--- config.mk ---
export PLATFORM = sky130hd
export DESIGN_NAME = ssm_master
export DESIGN_NICKNAME = d
export VERILOG_FILES = /design/src/include/ssm_pkg.sv /design/src/include/ssm_stream_if.sv /design/src/hw/ssm_fifo2.sv /design/src/hw/ssm_master.sv
export SDC_FILE = /design/constraint.sdc
export NUM_CORES = 1
export LEC_CHECK = 0
export BUFFER_PORTS_ARGS = -buffer_cell sky130_fd_sc_hd__clkbuf_2
export CORE_MARGIN = 10
export CORE_UTILIZATION = 45
export CTS_BUF_LIST = sky130_fd_sc_hd__clkbuf_8
export DETAILED_ROUTE_END_ITERATION = 8
export GPL_ROUTABILITY_DRIVEN = 0
export PLACE_DENSITY_LB_ADDON = 0.15
export SYNTH_ARGS = -nofsm -noshare
export SYNTH_HDL_FRONTEND = slang
export SYNTH_SLANG_ARGS = --single-unit
--- constraint.sdc ---
create_clock -name clock -period 2.84 [get_ports clock]
set_clock_uncertainty 0.1 [all_clocks]
set_input_delay 0.142 -clock clock [delete_from_list [all_inputs] [get_ports clock]]
set_output_delay 0.142 -clock clock [all_outputs]
set_load 0.02 [all_outputs]
--- src/include/ssm_pkg.sv ---
package ssm_pkg;
   // word and divider widths
   localparam int WORD_W = 8;
   localparam int DIV_W = 16;
   localparam int EDGE_W = 5;
   // system clock and the cpu half-period it represents
   localparam int CLK_PERIOD_NS = 10;
   localparam int CPU_HALF_PERIOD_NS = CLK_PERIOD_NS / 2;
   // serial period = 4 cpu half-periods x (divider + 1)
   localparam int HALF_PERIODS_PER_STEP = 4;
   localparam int CYC_PER_STEP = HALF_PERIODS_PER_STEP * CPU_HALF_PERIOD_NS / CLK_PERIOD_NS;
   // fastest allowed serial period, rounded up to whole cycles
   localparam int MIN_SCLK_PERIOD_NS = 125;
   localparam int MIN_SCLK_CYC = (MIN_SCLK_PERIOD_NS + CLK_PERIOD_NS - 1) / CLK_PERIOD_NS;
   localparam int MIN_STEPS = (MIN_SCLK_CYC + CYC_PER_STEP - 1) / CYC_PER_STEP;
   localparam logic [DIV_W-1:0] DIV_MIN = DIV_W'(MIN_STEPS - 1);
   // two serial clock edges per bit
   localparam logic [EDGE_W-1:0] EDGES = EDGE_W'(2 * WORD_W);
   // reset values
   localparam logic [WORD_W-1:0] WORD_RST = 8'h00;
   localparam logic [DIV_W-1:0] DIV_RST = 16'hffff;

   typedef enum logic [1:0] {
      SSM_IDLE = 2'b00,
      SSM_RUN = 2'b01,
      SSM_DONE = 2'b10
   } ssm_state_t;
endpackage

--- src/include/ssm_stream_if.sv ---
`timescale 1ns/1ps
interface ssm_stream_if #(parameter int W = 8);
   logic [W-1:0] data;
   logic valid;
   logic ready;
   modport src (output data, output valid, input ready);
   modport snk (input data, input valid, output ready);
endinterface

--- src/hw/ssm_fifo2.sv ---
`timescale 1ns/1ps
module ssm_fifo2 (
   input wire logic clock,
   input wire logic sys_rst,
   ssm_stream_if.snk push,
   ssm_stream_if.src pop
);
   logic [ssm_pkg::WORD_W-1:0] head_r, head_nxt, tail_r, tail_nxt;
   logic head_v_r, head_v_nxt, tail_v_r, tail_v_nxt, in_rdy_r, in_rdy_nxt;
   logic take, give;

   assign take = push.valid & in_rdy_r;
   assign give = head_v_r & pop.ready;
   assign push.ready = in_rdy_r;
   assign pop.valid = head_v_r;
   assign pop.data = head_r;

   // head is the output slot; tail catches a word while the reader stalls
   always_comb begin
      head_nxt = head_r;
      tail_nxt = tail_r;
      head_v_nxt = head_v_r & ~give;
      tail_v_nxt = tail_v_r;
      if (!head_v_nxt && tail_v_nxt) begin
         head_v_nxt = 1'b1;
         head_nxt = tail_r;
         tail_v_nxt = 1'b0;
      end
      if (take) begin
         if (!head_v_nxt) begin
            head_v_nxt = 1'b1;
            head_nxt = push.data;
         end else begin
            tail_v_nxt = 1'b1;
            tail_nxt = push.data;
         end
      end
      in_rdy_nxt = ~tail_v_nxt; // ready is registered from the next tail state, so full shows in the same cycle as the tail
   end

   always_ff @(posedge clock or posedge sys_rst) begin
      if (sys_rst) begin
         head_r <= ssm_pkg::WORD_RST;
         tail_r <= ssm_pkg::WORD_RST;
         head_v_r <= 1'b0;
         tail_v_r <= 1'b0;
         in_rdy_r <= 1'b1;
      end else begin
         head_r <= head_nxt;
         tail_r <= tail_nxt;
         head_v_r <= head_v_nxt;
         tail_v_r <= tail_v_nxt;
         in_rdy_r <= in_rdy_nxt;
      end
   end

   a_fifo_hold_data: assert property (@(posedge clock) disable iff (sys_rst)
      head_v_r && !pop.ready |=> head_v_r && $stable(head_r))
      else $error("fifo output changed while stalled");
   a_fifo_full_block: assert property (@(posedge clock) disable iff (sys_rst)
      tail_v_r |-> !in_rdy_r)
      else $error("fifo ready while full");
   c_fifo_full: cover property (@(posedge clock) disable iff (sys_rst) head_v_r && tail_v_r);
endmodule

--- src/hw/ssm_master.sv ---
`timescale 1ns/1ps
module ssm_master (
   input wire logic clock,
   input wire logic sys_rst,
   input wire logic [15:0] baud_divider,
   input wire logic clock_phase_select,
   input wire logic clock_polarity_select,
   input wire logic [7:0] tx_data,
   input wire logic tx_valid,
   output logic tx_ready,
   output logic [7:0] rx_data,
   output logic rx_valid,
   input wire logic rx_ready,
   output logic serial_clk,
   output logic serial_data_out,
   input wire logic serial_data_in,
   output logic busy,
   output logic rate_clamped
);
   localparam int W = ssm_pkg::WORD_W;

   ssm_stream_if #(.W(W)) rx_push ();
   ssm_stream_if #(.W(W)) rx_pop ();

   ssm_pkg::ssm_state_t state_r, state_nxt;
   logic [ssm_pkg::DIV_W-1:0] div_r, div_nxt, cnt_r, cnt_nxt;
   logic [ssm_pkg::EDGE_W-1:0] edge_r, edge_nxt;
   logic [W-1:0] tx_sh_r, tx_sh_nxt, rx_sh_r, rx_sh_nxt;
   logic pha_r, pha_nxt, pol_r, pol_nxt;
   logic sclk_r, sclk_nxt, dout_r, dout_nxt;
   logic tx_rdy_r, tx_rdy_nxt, clamp_r, clamp_nxt, busy_r, busy_nxt;
   logic start, edge_p, leading, shift_e, latch_e;

   // clamp the divider so the serial period never drops under the floor
   function automatic logic [ssm_pkg::DIV_W-1:0] safe_div(input logic [ssm_pkg::DIV_W-1:0] d);
      safe_div = (d < ssm_pkg::DIV_MIN) ? ssm_pkg::DIV_MIN : d;
   endfunction

   ////////////////////////////////////////////////////////////////////////////
   // edge timing
   ////////////////////////////////////////////////////////////////////////////

   // one-cycle enable every half serial period (div+1 cycles)
   assign start = (state_r == ssm_pkg::SSM_IDLE) & tx_valid & tx_rdy_r;
   assign edge_p = (state_r == ssm_pkg::SSM_RUN) & (cnt_r == div_r);
   assign leading = ~edge_r[0];
   assign shift_e = edge_p & (leading ^ pha_r);
   assign latch_e = edge_p & ~(leading ^ pha_r);

   ////////////////////////////////////////////////////////////////////////////
   // transfer sequencer
   ////////////////////////////////////////////////////////////////////////////

   // next-state logic for the whole transfer
   always_comb begin
      state_nxt = state_r;
      div_nxt = div_r;
      cnt_nxt = cnt_r;
      edge_nxt = edge_r;
      tx_sh_nxt = tx_sh_r;
      rx_sh_nxt = rx_sh_r;
      pha_nxt = pha_r;
      pol_nxt = pol_r;
      sclk_nxt = sclk_r;
      dout_nxt = dout_r;
      clamp_nxt = clamp_r;
      rx_push.valid = 1'b0;
      rx_push.data = rx_sh_r;
      case (state_r)
         ssm_pkg::SSM_IDLE: begin
            sclk_nxt = clock_polarity_select;
            // phase select is frozen in pha_r at start
            pol_nxt = clock_polarity_select;
            if (start) begin
               // settings are frozen for the whole word
               div_nxt = safe_div(baud_divider);
               clamp_nxt = (baud_divider < ssm_pkg::DIV_MIN);
               pha_nxt = clock_phase_select;
               cnt_nxt = '0;
               edge_nxt = '0;
               tx_sh_nxt = tx_data;
               if (clock_phase_select) begin
                  // late shift: first bit must stand before the first latch edge
                  dout_nxt = tx_data[W-1];
               end
               state_nxt = ssm_pkg::SSM_RUN;
            end
         end
         ssm_pkg::SSM_RUN: begin
            cnt_nxt = cnt_r + 16'h0001;
            if (edge_p) begin
               cnt_nxt = '0;
               sclk_nxt = ~sclk_r;
               edge_nxt = edge_r + 5'h01;
               if (shift_e) begin
                  // phase set: msb already out, so shift before presenting
                  if (pha_r) begin
                     if (edge_r != ssm_pkg::EDGES - 5'h01) begin
                        dout_nxt = tx_sh_r[W-2];
                        tx_sh_nxt = {tx_sh_r[W-2:0], 1'b0};
                     end
                  end else begin
                     dout_nxt = tx_sh_r[W-1];
                     tx_sh_nxt = {tx_sh_r[W-2:0], 1'b0};
                  end
               end
               if (latch_e) begin
                  rx_sh_nxt = {rx_sh_r[W-2:0], serial_data_in};
               end
               if (edge_r == ssm_pkg::EDGES - 5'h01) begin
                  state_nxt = ssm_pkg::SSM_DONE;
               end
            end
         end
         ssm_pkg::SSM_DONE: begin
            // hand the word to the buffer; start waits on its ready
            rx_push.valid = 1'b1;
            state_nxt = ssm_pkg::SSM_IDLE;
         end
         default: begin
            state_nxt = ssm_pkg::SSM_IDLE;
         end
      endcase
      // no new word while the buffer is full, so nothing is dropped
      tx_rdy_nxt = (state_r == ssm_pkg::SSM_IDLE) & ~start & rx_push.ready;
      // busy comes from its own flop so the pin never shows decode glitches
      busy_nxt = (state_nxt != ssm_pkg::SSM_IDLE);
   end

   always_ff @(posedge clock or posedge sys_rst) begin
      if (sys_rst) begin
         state_r <= ssm_pkg::SSM_IDLE;
         div_r <= ssm_pkg::DIV_RST;
         cnt_r <= '0;
         edge_r <= '0;
         tx_sh_r <= ssm_pkg::WORD_RST;
         rx_sh_r <= ssm_pkg::WORD_RST;
         pha_r <= 1'b0;
         pol_r <= 1'b0;
         sclk_r <= 1'b0;
         dout_r <= 1'b0;
         tx_rdy_r <= 1'b0;
         clamp_r <= 1'b0;
         busy_r <= 1'b0;
      end else begin
         state_r <= state_nxt;
         div_r <= div_nxt;
         cnt_r <= cnt_nxt;
         edge_r <= edge_nxt;
         tx_sh_r <= tx_sh_nxt;
         rx_sh_r <= rx_sh_nxt;
         pha_r <= pha_nxt;
         pol_r <= pol_nxt;
         sclk_r <= sclk_nxt;
         dout_r <= dout_nxt;
         tx_rdy_r <= tx_rdy_nxt;
         clamp_r <= clamp_nxt;
         busy_r <= busy_nxt;
      end
   end

   ////////////////////////////////////////////////////////////////////////////
   // receive buffer and outputs
   ////////////////////////////////////////////////////////////////////////////

   ssm_fifo2 u_rx_buf (
      .clock(clock),
      .sys_rst(sys_rst),
      .push(rx_push.snk),
      .pop(rx_pop.src)
   );

   assign rx_pop.ready = rx_ready;
   assign rx_data = rx_pop.data;
   assign rx_valid = rx_pop.valid;
   assign tx_ready = tx_rdy_r;
   assign serial_clk = sclk_r;
   assign serial_data_out = dout_r;
   assign busy = busy_r;
   assign rate_clamped = clamp_r;

   ////////////////////////////////////////////////////////////////////////////
   // checks
   ////////////////////////////////////////////////////////////////////////////

   // cycles since the serial clock last moved, only for the period check
   logic [ssm_pkg::DIV_W-1:0] since_r, since_nxt;
   // restarts at every serial clock edge and outside a word
   always_comb begin
      since_nxt = (edge_p || state_r != ssm_pkg::SSM_RUN) ? '0 : since_r + 16'h0001;
   end
   always_ff @(posedge clock or posedge sys_rst) begin
      if (sys_rst) begin
         since_r <= '0;
      end else begin
         since_r <= since_nxt;
      end
   end

   a_half_period_len: assert property (@(posedge clock) disable iff (sys_rst)
      edge_p |-> since_r == div_r)
      else $error("serial half period is not divider plus one cycles");
   a_div_follows: assert property (@(posedge clock) disable iff (sys_rst)
      start && baud_divider >= ssm_pkg::DIV_MIN |=> div_r == $past(baud_divider))
      else $error("divider not taken as programmed");
   a_rate_floor: assert property (@(posedge clock) disable iff (sys_rst)
      state_r == ssm_pkg::SSM_RUN |-> div_r >= ssm_pkg::DIV_MIN)
      else $error("serial period below the floor");
   a_shift_leading: assert property (@(posedge clock) disable iff (sys_rst)
      state_r == ssm_pkg::SSM_RUN && !pha_r && $changed(serial_data_out) |-> serial_clk != pol_r)
      else $error("data moved off the leading edge");
   a_idle_level: assert property (@(posedge clock) disable iff (sys_rst)
      state_r == ssm_pkg::SSM_IDLE && !clock_polarity_select |=> !serial_clk)
      else $error("clock not low when idle");
   a_edge_count: assert property (@(posedge clock) disable iff (sys_rst)
      state_r == ssm_pkg::SSM_DONE |-> edge_r == ssm_pkg::EDGES && serial_clk == pol_r)
      else $error("transfer did not use two edges per bit");
   a_latch_capture: assert property (@(posedge clock) disable iff (sys_rst)
      latch_e |=> rx_sh_r[0] == $past(serial_data_in) && serial_clk != $past(serial_clk))
      else $error("receive bit not captured on latch edge");

   c_word_pha0: cover property (@(posedge clock) disable iff (sys_rst)
      state_r == ssm_pkg::SSM_DONE && !pha_r);
   c_word_pha1_pol1: cover property (@(posedge clock) disable iff (sys_rst)
      state_r == ssm_pkg::SSM_DONE && pha_r && pol_r);
   c_stall: cover property (@(posedge clock) disable iff (sys_rst)
      state_r == ssm_pkg::SSM_IDLE && tx_valid && !rx_push.ready);
endmodule

; ---- Word-level counts from Yosys, hierarchy flattened
; Index checks and enable logic that the tools add are counted.
[word_totals]
elab_cells = 95
regBits = 80
[classes]
n_reduce_logical = 13
n_bitwise = 17
eq_ne = 10
addsub = 2
order_cmp = 1
mux = 35
[ops]
columns = cell, n
row1 = $mux 8, 8
row2 = $mux 16, 3
row3 = $pmux 16 s2, 1
row4 = $add 16x1->16 const B, 1
row5 = $eq 16x16->1, 1
row6 = $lt 16x3->1 const B, 1
row7 = $pmux 8 s2, 1
row8 = $mux 1, 13
row9 = $and 1x1->1, 10
row10 = $mux 5, 2
row11 = $pmux 5 s2, 1
row12 = $ne 2x2->1 const B, 4
row13 = $reduce_and 2->1, 4
row14 = $mux 2, 3
row15 = $not 1->1, 6
row16 = $reduce_and 3->1, 2
row17 = $reduce_and 6->1, 1
row18 = $add 5x1->5 const B, 1
row19 = $eq 5x4->1 const B, 1
row20 = $ne 5x4->1 const B, 1
row21 = $reduce_and 5->1, 1
row22 = $pmux 1 s2, 2
row23 = $pmux 2 s2, 1
row24 = $reduce_bool 2->1, 2
row25 = other kinds (7), 7

; ---- Depth between registers and ports, before layout
; Gate-level depths: netlist (run 1).
[depth]
depth_word = 9
ltp_mapped = 8
ltp_nobuf = 8

; ---- Hierarchy
; From an unflattened synthesis (run 1), not the netlist that was laid out.
[unflattened]
cells_unflattened = 354
area_unflattened_um2 = 3809.9
[by_module_without_submodules]
columns = mod, seq_area_each_um2, area_each_um2, n_inst, cells_per_inst
row1 = ssm_master, 1546.5, 3017.9, 1, 295
row2 = ssm_fifo2, 476.7, 792.0, 1, 59

; ---- Least setup slack after synthesis (run 1)
; Ideal clock, no wire load.
[synth_path]
path_kind = register to register
startpoint = register div_r[2] (netlist bit)
endpoint = register edge_r[3] (netlist bit)
required_time_ns = 2.671
stages_incl_launch_ff = 7
path_slack_ns = 0.672
synth_period_minus_slack_ns = 2.168
t_arrival_ns = 1.999
setup_ns = 0.069
path_cell_list = dfstp_2 > xnor2_1 > nand4_1 > or4_1 > clkbuf_1 > or4_1 > nand3_1
[synth_via]
elab_chain_cells = 4
[synth_rtl]
columns = element, line_no
row1 = from (decl), ssm_master.sv:26  ; logic [ssm_pkg::DIV_W-1:0] div_r, div_nxt, cnt_r, cnt_nxt;
row2 = from (signal assigned), ssm_master.sv:133  ; div_r <= ssm_pkg::DIV_RST;
row3 = from (signal assigned), ssm_master.sv:147  ; div_r <= div_nxt;
row4 = $eq 16x16->1, ssm_master.sv:45  ; assign edge_p = (state_r == ssm_pkg::SSM_RUN) & (cnt_r == div_r);
row5 = $and 1x1->1, ssm_master.sv:45
row6 = $ne 2x2->1 (no line), -
row7 = $reduce_and 3->1 (no line), -
row8 = to (signal assigned), ssm_master.sv:149  ; edge_r <= edge_nxt;
row9 = to (decl), ssm_master.sv:27  ; logic [ssm_pkg::EDGE_W-1:0] edge_r, edge_nxt;
; Every way passes these cells.
; A chain may end at the register's enable or synchronous reset.

; ---- Worst setup path in the final report (run 1)
[layout_path]
startpoint = register div_r[11] (netlist bit)
endpoint = register edge_r[3] (netlist bit)
; The elaborated chain is that of the path after synthesis.

==> results of run 1 <==
-- layout by cell type (no fill, tap or decap), drive strengths merged, types with 9 or more instances in the layout --
master	synthesis	routed
a22o	11	11
nor2	16	16
inv	11	10
nand3	10	10
dlygate4sd3	0	20
nand4	9	9
dfrtp	63	63
o21ai	18	18
mux2i	10	10
xnor2	18	18
mux2	24	24
dfstp	17	17
nand2	74	74
clkbuf	15	54
-- layer usage --
metal  wire [µm]  vias to the layer above
li1            -                     1418
met1        4154                     1420
met2        4055                       57
met3         387                       11
met4         157                        0
met5           0                        -
-- kinds of logic (layout without fill, tap and decap cells) --
family,Yosys count,count (layout)
XOR/XNOR,21,21
multiplexers,34,34
buffers and inverters,29,97
adder cells (fa/ha/maj),3,3
AO/OA/AOI/OAI,60,60
AND/OR/NAND/NOR,141,141
flip-flops,80,80
-- cell type report --
| type | instances | area (µm²) |
|---|---|---|
| clock inverters | 6 | 82.58 |
| repair buffers | 70 | 478.0 |
| fillers | 724 | 3655 |
| multi-input cells | 259 | 1667 |
| flip-flops and latches | 80 | 2023 |
| inverters | 11 | 42.54 |
| well taps | 105 | 131.4 |
| clock buffers | 10 | 137.6 |
-- where the power goes --
| group | internal, mW | switching [mW] |
|---|---|---|
| Sequential | 1.38 | 0.194 |
| Clock | 0.514 | 0.410 |
| Combinational | 0.372 | 0.401 |
-- worst max-delay path: stages, from the launching register on --
cell and delay, ns:
dfstp_2 0.54, xnor2_1 0.13, nand4_1 0.19, or4_1 0.80, or4_1 0.59, nand3_1 0.09
-- per-stage QoR --
| step | cells | instance area [µm²] | hold slack (ns) | util |
|---|---|---|---|---|
| floorplan | 368 | 3794 | 0.1250 | - |
| global placement | 505 | 4141 | 0.2092 | 0.5040 |
| detailed placement | 505 | 4141 | 0.2194 | 0.5040 |
| CTS | 541 | 4562 | 0.002971 | 0.5552 |
| global route | 541 | 4562 | 0.01710 | 0.5552 |
| finish | 541 | 4562 | 0.01427 | 0.5552 |
-- path summary, 6_finish.rpt --
| path | from | endpoint | slack [ns] | cells past startpoint |
|---|---|---|---|---|
| worst max register to register | div_r[11] | edge_r[3] | 0.35 | 5 |
| worst min-delay path | tx_data[5] | tx_sh_r[5] | 0.01 | 4 |
| worst min register to register | div_r[5] | div_r[5] | 0.37 | 2 |
| min in group asynchronous | sys_rst | u_rx_buf.pop.data[6] | 0.38 | 3 |
| worst max-delay path | div_r[11] | edge_r[3] | 0.35 | 5 |
| max in group asynchronous | sys_rst | cnt_r[9] | 1.61 | 4 |
-- registers in the layout (all words and copies together) (netlist names) --
name and count:
state_r 2, serial_data_out 1, rate_clamped 1, u_rx_buf.pop.data 8, tx_ready 1, u_rx_buf.push.ready 1, pha_r 1, rx_push.data 8
busy 1, u_rx_buf.tail_v_r 1, u_rx_buf.tail_r 8, cnt_r 16, u_rx_buf.pop.valid 1, tx_sh_r 8, serial_clk 1, div_r 16
edge_r 5
-- synth_stat cells (4+ instances only) --
library cell  number  area share
nand4_1            9       0.015
clkbuf_1          15       0.015
inv_1             11       0.011
xnor2_1           18       0.042
dfstp_2           17        0.12
nor2_1            16       0.016
a21oi_1            7      0.0092
a31oi_1            7       0.012
nand2_1           74       0.073
and3_1             5      0.0082
a22o_1            11       0.025
or4_1              6       0.012
o21ai_0           18       0.024
mux2i_1           10       0.026
dfrtp_1           63        0.42
nor3_1             4      0.0053
mux2_2            24       0.071
nand3_1           10       0.013
-- repair_timing --
action                                  in CTS  in global routing
hold buffers                                20                  0
hold endpoints to repair                    48                  0
endpoints found under the setup margin       0                  0
==> flow_metrics.env, run 1 <==
export IMPL_netlist_area_um2=3794
export IMPL_drt_vias_per_instance=5.372
export IMPL_boundaryPins=45
export IMPL_yosysSeqAreaShare=0.5333
export IMPL_synth_cells=368
export IMPL_vias=2906
export IMPL_hpwl_mm=5.949
export IMPL_avgSynthCellArea_um2=10.31
export IMPL_slew_headroom=0.4388
export IMPL_htree_levels=3
export IMPL_wirelength_mm=8.755
export IMPL_ys_warnings_count=0
export IMPL_ys_flop_type="dfrtp_1"
export IMPL_grt_pass1_wl_mm=14.74
export IMPL_finalNetCount=465
export IMPL_cp_end_kind="flip-flop"
export IMPL_synth_compound_area_share=0.1062
export IMPL_layout_setup_ws_ns=0.3479
export IMPL_start_kind="flip-flop"
export IMPL_maxSlewViolCount=0
export IMPL_grt_overflow=0
export IMPL_cts_buffers=9
export IMPL_antenna_found_initial=0
export IMPL_p_total_mw=3.276
export IMPL_dpl_worst_slack_ns=0.3643
export IMPL_tightest_slew_ns=0.8408
export IMPL_die_w_um=111.8
export IMPL_p_per_area_nw_per_um2=718.2
export IMPL_initial_core_util=0.4617
export IMPL_cts_tree="done"
export IMPL_finalCriticalPeriod_ns=2.492
export IMPL_clockBufferDepth=2
export IMPL_fp_coreArea_um2=8217
export IMPL_drtPass1Iterations=4
export IMPL_synth_edff_count=0
export IMPL_cp_max_fo=16
export IMPL_insertion_delay_ns=0.35
export IMPL_synthSimpleGateAreaFrac=0.1755
export IMPL_rsz0062_at_grt="false"
export IMPL_syn_nets=402
export IMPL_grt_max_degree=48
export IMPL_period_share=0.8775
export IMPL_fp_dieH_um=111.8
export IMPL_drc_errors=0
export IMPL_synth_mux_area_frac=0.09763
export IMPL_worstPathArrival_ns=2.68
export IMPL_status="complete, no violations"
export IMPL_ir_drop_mv=0.3697
export IMPL_synth_xor_area_share=0.04848
export IMPL_worst_setup_path_type="reg -> reg"
export IMPL_clk_pin_slew_ns=0.09
export IMPL_grt_pass1_vias=2914
export IMPL_clkSinkCount=80
export IMPL_busiest_layer="met2"
export IMPL_first_iter_violations=143
export IMPL_track_usage=0.1403
export IMPL_fmax_mhz=401.3
export IMPL_synthDistinctLibCells=43
export IMPL_drive_above_1_share=0.2638
export IMPL_cts_root_buf="clkbuf_8"
export IMPL_post_cts_resized=0
export IMPL_routedWlPerCell_um=16.18
export IMPL_final_setup_viol_count=0
export IMPL_grt_met2_usage=0.2156
export IMPL_fin_setup_tns_ns=0
export IMPL_numPortBuffers=44
export IMPL_use_met1=0.1859
export IMPL_antennaDiodeCount=0
export IMPL_finalHoldViolCount=0
export IMPL_post_cts_buffers=0
export IMPL_ant_nets=0
export IMPL_synth_top_family_by_area="simple AND/OR/NAND/NOR gates"
export IMPL_async_reset_ff_frac=1.000
export IMPL_critPathRequiredTime_ns=3.03
export IMPL_p_leak_nw=2.176
export IMPL_synth_fa_ha_area_frac=0.009894
export IMPL_gr_usage_met3=0.03060
export IMPL_drv_cap=0
export IMPL_hp_class="in -> reg"
export IMPL_areaGrowthSynthToFinish_pct=20.25
export IMPL_num_rows=33
export IMPL_synth_seq_cells=80
export IMPL_dieArea_um2=12500
Note: power is estimated with default switching activity, not from simulation.
==> inputs of run 2 (changes only) <==
- CORE_ASPECT_RATIO: not set -> 1.75
- clock period: 2.84 -> 3.1 ns (I/O delays scaled with it)
==> run 2 against run 1 <==
- hold slack about the same
- non-clock buffer count unchanged
- maximum frequency up 0.62%
- worst setup slack better by 0.28 ns
- combinational power down 9.7%
- cell count down 2.4%
- via count about the same
- critical path type unchanged
- critical endpoint unchanged
==> flow_metrics.env, run 2 (same netlist as run 1, synthesis figures left out) <==
export IMPL_clk_pin_slew_ns=0.09
export IMPL_ir_drop_mv=0.3885
export IMPL_final_common_cell="nand2_1"
export IMPL_cts_buffers=9
export IMPL_dpl_worst_slack_ns=0.6097
export IMPL_track_usage=0.1447
export IMPL_routedWlPerCell_um=16.28
export IMPL_hp_start="rx_ready"
export IMPL_regToRegEndpoint="edge_r[3]"
export IMPL_finalNetCount=465
export IMPL_vias=2907
export IMPL_critPathRequiredTime_ns=3.30
export IMPL_finalCriticalPeriod_ns=2.477
export IMPL_fp_coreArea_um2=8258
export IMPL_fill_cells=744
export IMPL_period_share=0.7990
export IMPL_cp_max_fo=16
export IMPL_min_to="u_rx_buf.tail_v_r"
export IMPL_status="complete, no violations"
export IMPL_clockBufferDepth=2
export IMPL_drc_errors=0
export IMPL_hpwl_mm=6.447
export IMPL_fp_dieH_um=141.5
export IMPL_final_setup_viol_count=0
export IMPL_drive_above_1_share=0.2661
export IMPL_p_leak_nw=2.152
export IMPL_maxSlewViolCount=0
export IMPL_cp_end_kind="flip-flop"
export IMPL_fin_setup_tns_ns=0
export IMPL_insertion_delay_ns=0.36
export IMPL_tightest_slew_ns=0.8245
export IMPL_whs_ns=0.01395
export IMPL_clkSinkCount=80
export IMPL_antennaDiodeCount=0
export IMPL_start_kind="flip-flop"
export IMPL_ff2ff_path_depth=5
export IMPL_cts_tree="done"
export IMPL_grt_pass1_vias=2956
export IMPL_numPortBuffers=44
export IMPL_ff2ff_setup_slack_ns=0.62
export IMPL_grt_pass1_wl_mm=14.30
export IMPL_worstPathArrival_ns=2.67
export IMPL_final_area_um2=4497
export IMPL_drv_cap=0
export IMPL_worst_setup_path_type="reg -> reg"
export IMPL_die_w_um=89.41
export IMPL_seqCellArea_um2=2023
export IMPL_rsz0062_at_grt="false"
export IMPL_wirelength_mm=8.594
export IMPL_boundaryPins=45
export IMPL_grt_overflow=0
export IMPL_hold_depth=4
export IMPL_layout_setup_ws_ns=0.6232
export IMPL_ant_nets=0
export IMPL_reg_top3="cnt_r (16), div_r (16)"
export IMPL_num_rows=44
export IMPL_initial_core_util=0.4594
export IMPL_htree_levels=3
export IMPL_slew_headroom=0.4479
export IMPL_p_per_area_nw_per_um2=638.3
export IMPL_areaGrowthSynthToFinish_pct=18.54
export IMPL_final_cell_mix="74 x nand2_1, 63 x dfrtp_1, 44 x clkbuf_2"
export IMPL_multi_input_area_um2=1667
export IMPL_hp_class="in -> reg"
export IMPL_grt_max_degree=33
export IMPL_fmax_mhz=403.8
export IMPL_drt_vias_per_instance=5.506
export IMPL_postPlaceCellArea_um2=4120
export IMPL_r2r_start="div_r[10]"
export IMPL_cts_root_buf="clkbuf_8"
export IMPL_first_iter_violations=83
export IMPL_dieArea_um2=12650
export IMPL_antenna_found_initial=0
export IMPL_finalHoldViolCount=0
export IMPL_drtPass1Iterations=4
[run 2: cell count changes in the layout (fill, tap and decap cells not counted), sizes merged]
cell         change
inv              +4
bufinv           -2
buf              +1
clkbuf           -1
clkinv           -1
dlygate4sd3      -1
[run 2: how the worst max path moves through the flow]
stage                    from         end
floorplan             sys_rst        busy
global placement    div_r[10]   edge_r[3]
detailed placement  div_r[10]   edge_r[3]
CTS                 div_r[10]   edge_r[3]
global route        edge_r[0]  tx_sh_r[2]
finish              div_r[10]   edge_r[3]
[run 2: final cells by class]
cell class | instances | share of cell area
Sequential cell | 80 | 0.4499
Timing Repair Buffer | 70 | 0.1029
Inverter | 11 | 0.009460
Clock inverter | 7 | 0.01391
Tap cell | 92 | 0.02560
Clock buffer | 9 | 0.02755
Multi-Input combinational cell | 259 | 0.3706
[run 2: critical path, cell delays in order (launching register included)]
cell	delay, ns
dfstp_2	0.55
xnor2_1	0.12
nand4_1	0.16
or4_1	0.81
or4_1	0.58
nand3_1	0.09
[run 2: layer usage]
metal	routed length (µm)	up-vias	global-route usage
li1	-	1421	-
met1	3367	1409	0.1514
met2	4741	62	0.2624
met3	286	15	0.03211
met4	199	0	0.06313
met5	0	-	0
[run 2: per-stage QoR]
stage / total power [mW] / utilization / std cells
2_1_floorplan: 1.956 / - / 368
3_3_place_gp: 2.139 / 0.4989 / 493
3_5_place_dp: 2.161 / 0.4989 / 493
4_1_cts: 2.913 / 0.5445 / 528
5_1_grt: 3.064 / 0.5445 / 528
6_report: 2.870 / 0.5445 / 528
[run 2: repair_timing]
item | 4_1_cts | 5_1_grt
buffers inserted | 0 | 0
hold buffers | 19 | 0
endpoints found under the hold margin | 48 | 0
resized for setup | 0 | 0
[run 2: report_power, final]
| part | internal [mW] | switching, mW | total [mW] |
|---|---|---|---|
| combinational | 0.339 | 0.359 | 0.698 |
| clock | 0.307 | 0.418 | 0.725 |
| sequential | 1.27 | 0.179 | 1.45 |
| total | 1.91 | 0.956 | 2.87 |
==> inputs of run 3 (changes only) <==
- clock period: 3.1 -> 2.25 ns (I/O delays scaled with it)
==> run 3 against run 2 <==
- count of clock-buffer cells in the layout up 2
- critical endpoint is now tx_sh_r[4]
- sequential cell count is the same
- maximum frequency rose by 12%
- critical path depth grew 2
- worst setup slack lost 0.59 ns
- die area did not move
- hold slack better by 0.0041 ns
- sequential power is 34% higher
- largest power group unchanged
- cell count rose by 7.2%
- largest cell class unchanged
- design area up 9.3%
- non-clock buffer count rose by 38
==> flow_metrics.env, run 3 (same netlist as run 1, synthesis figures left out) <==
export IMPL_initial_core_util=0.4594
export IMPL_clkSinkCount=80
export IMPL_final_core_util=0.5953
export IMPL_fin_setup_tns_ns=0
export IMPL_final_cell_mix="73 x nand2_1, 63 x dfrtp_1, 44 x clkbuf_2"
export IMPL_drtPass1Iterations=6
export IMPL_wirelength_mm=9.212
export IMPL_track_usage=0.1568
export IMPL_finalCriticalPeriod_ns=2.218
export IMPL_drt_vias_per_instance=5.380
export IMPL_gr_usage_met3=0.03498
export IMPL_routedWlPerCell_um=16.28
export IMPL_maxSlewViolCount=0
export IMPL_areaGrowthSynthToFinish_pct=29.58
export IMPL_grt_overflow=0
export IMPL_multi_input_area_um2=1733
export IMPL_rsz0062_at_grt="true"
export IMPL_dieArea_um2=12650
export IMPL_cp_end_kind="flip-flop"
export IMPL_tightest_slew_ns=0.5279
export IMPL_finalHoldViolCount=0
export IMPL_reg_top3="cnt_r (16), div_r (16)"
export IMPL_grt_met2_usage=0.2678
export IMPL_cts_root_buf="clkbuf_8"
export IMPL_antennaDiodeCount=0
export IMPL_slew_headroom=0.6481
export IMPL_status="complete, no violations"
export IMPL_r2r_start="div_r[5]"
export IMPL_clk_pin_slew_ns=0.08
export IMPL_fp_coreArea_um2=8258
export IMPL_period_share=0.9859
export IMPL_grt_max_degree=42
export IMPL_critPathRequiredTime_ns=2.39
export IMPL_ir_drop_mv=0.5899
export IMPL_hp_class="in -> reg"
export IMPL_cts_tree="done"
export IMPL_first_iter_violations=137
export IMPL_insertion_delay_ns=0.36
export IMPL_p_per_area_nw_per_um2=866.7
export IMPL_final_setup_viol_count=0
export IMPL_num_rows=44
export IMPL_whs_ns=0.01802
export IMPL_antenna_found_initial=0
export IMPL_worstPathArrival_ns=2.36
export IMPL_hpwl_mm=6.706
export IMPL_fp_dieH_um=141.5
export IMPL_clockBufferDepth=2
export IMPL_fmax_mhz=450.8
export IMPL_boundaryPins=45
export IMPL_start_kind="flip-flop"
export IMPL_vias=3045
export IMPL_busiest_layer="met2"
export IMPL_p_leak_nw=2.374
export IMPL_numPortBuffers=44
export IMPL_cp_max_fo=8
export IMPL_finalNetCount=503
export IMPL_use_met1=0.1687
export IMPL_drc_errors=0
export IMPL_ant_nets=0
export IMPL_grt_pass1_vias=3244
export IMPL_htree_levels=3
export IMPL_cts_buffers=9
export IMPL_die_w_um=89.41
export IMPL_drv_cap=0
export IMPL_drive_above_1_share=0.3186
export IMPL_seqCellArea_um2=2023
export IMPL_hp_start="tx_data[7]"
export IMPL_final_common_cell="nand2_1"
export IMPL_fill_cells=735
export IMPL_worst_setup_path_type="reg -> reg"
export IMPL_cp_startpoint="div_r[5]"
export IMPL_grt_pass1_wl_mm=15.50
## run 3: per-stage QoR
step           setup WS (ns)  cells  cell area [µm²]  power [mW]
5_1_grt             -0.07464    566             4916       4.536
3_5_place_dp        -0.06493    519             4328       3.084
6_report             0.03183    566             4916       4.261
3_3_place_gp       -0.003797    519             4328       3.067
2_1_floorplan        0.01390    368             3794       2.695
4_1_cts             0.004189    564             4827       4.241
## run 3: worst paths after layout
path / to / slack [ns] / cells after the start
min: tx_sh_r[7] / 0.02 / 4
max in group asynchronous: u_rx_buf.push.ready / 1.25 / 4
max reg2reg: tx_sh_r[4] / 0.03 / 7
max: tx_sh_r[4] / 0.03 / 7
min in group asynchronous: u_rx_buf.pop.data[5] / 0.15 / 3
min reg2reg: div_r[9] / 0.37 / 2
## run 3: routing by layer
layer | vias up | share of wire
li1 | 1491 | -
met1 | 1481 | 0.39
met2 | 54 | 0.54
met3 | 19 | 0.036
met5 | - | 0
met4 | 0 | 0.037
## run 3: critical path, stage by stage (launching register included)
cell	delay (ns)
dfstp_2	0.56
xnor2_2	0.10
nand4_1	0.24
nor4_4	0.36
buf_4	0.18
o211ai_1	0.08
buf_4	0.19
mux2_4	0.30
## run 3: power breakdown
group	internal, mW	leakage (nW)	switching [mW]	total, mW
Clock	0.569	0.0990	0.525	1.09
Combinational	0.607	1.25	0.618	1.22
Sequential	1.75	1.02	0.194	1.94
## run 3: timing repair
item,CTS,global route
pin swaps,1,10
setup endpoints to repair,14,40
endpoints found under the hold margin,81,0
buffers inserted,1,2
hold buffers,28,0
gates resized for setup,1,15
## run 3: layout make-up
| class | count | share of cell area |
|---|---|---|
| clock inverter | 5 | 0.01145 |
| tap | 92 | 0.02342 |
| timing repair buffer | 108 | 0.1616 |
| clock buffer | 11 | 0.03080 |
| inverter | 11 | 0.008654 |
| multi-input combinational | 259 | 0.3525 |
| sequential | 80 | 0.4116 |
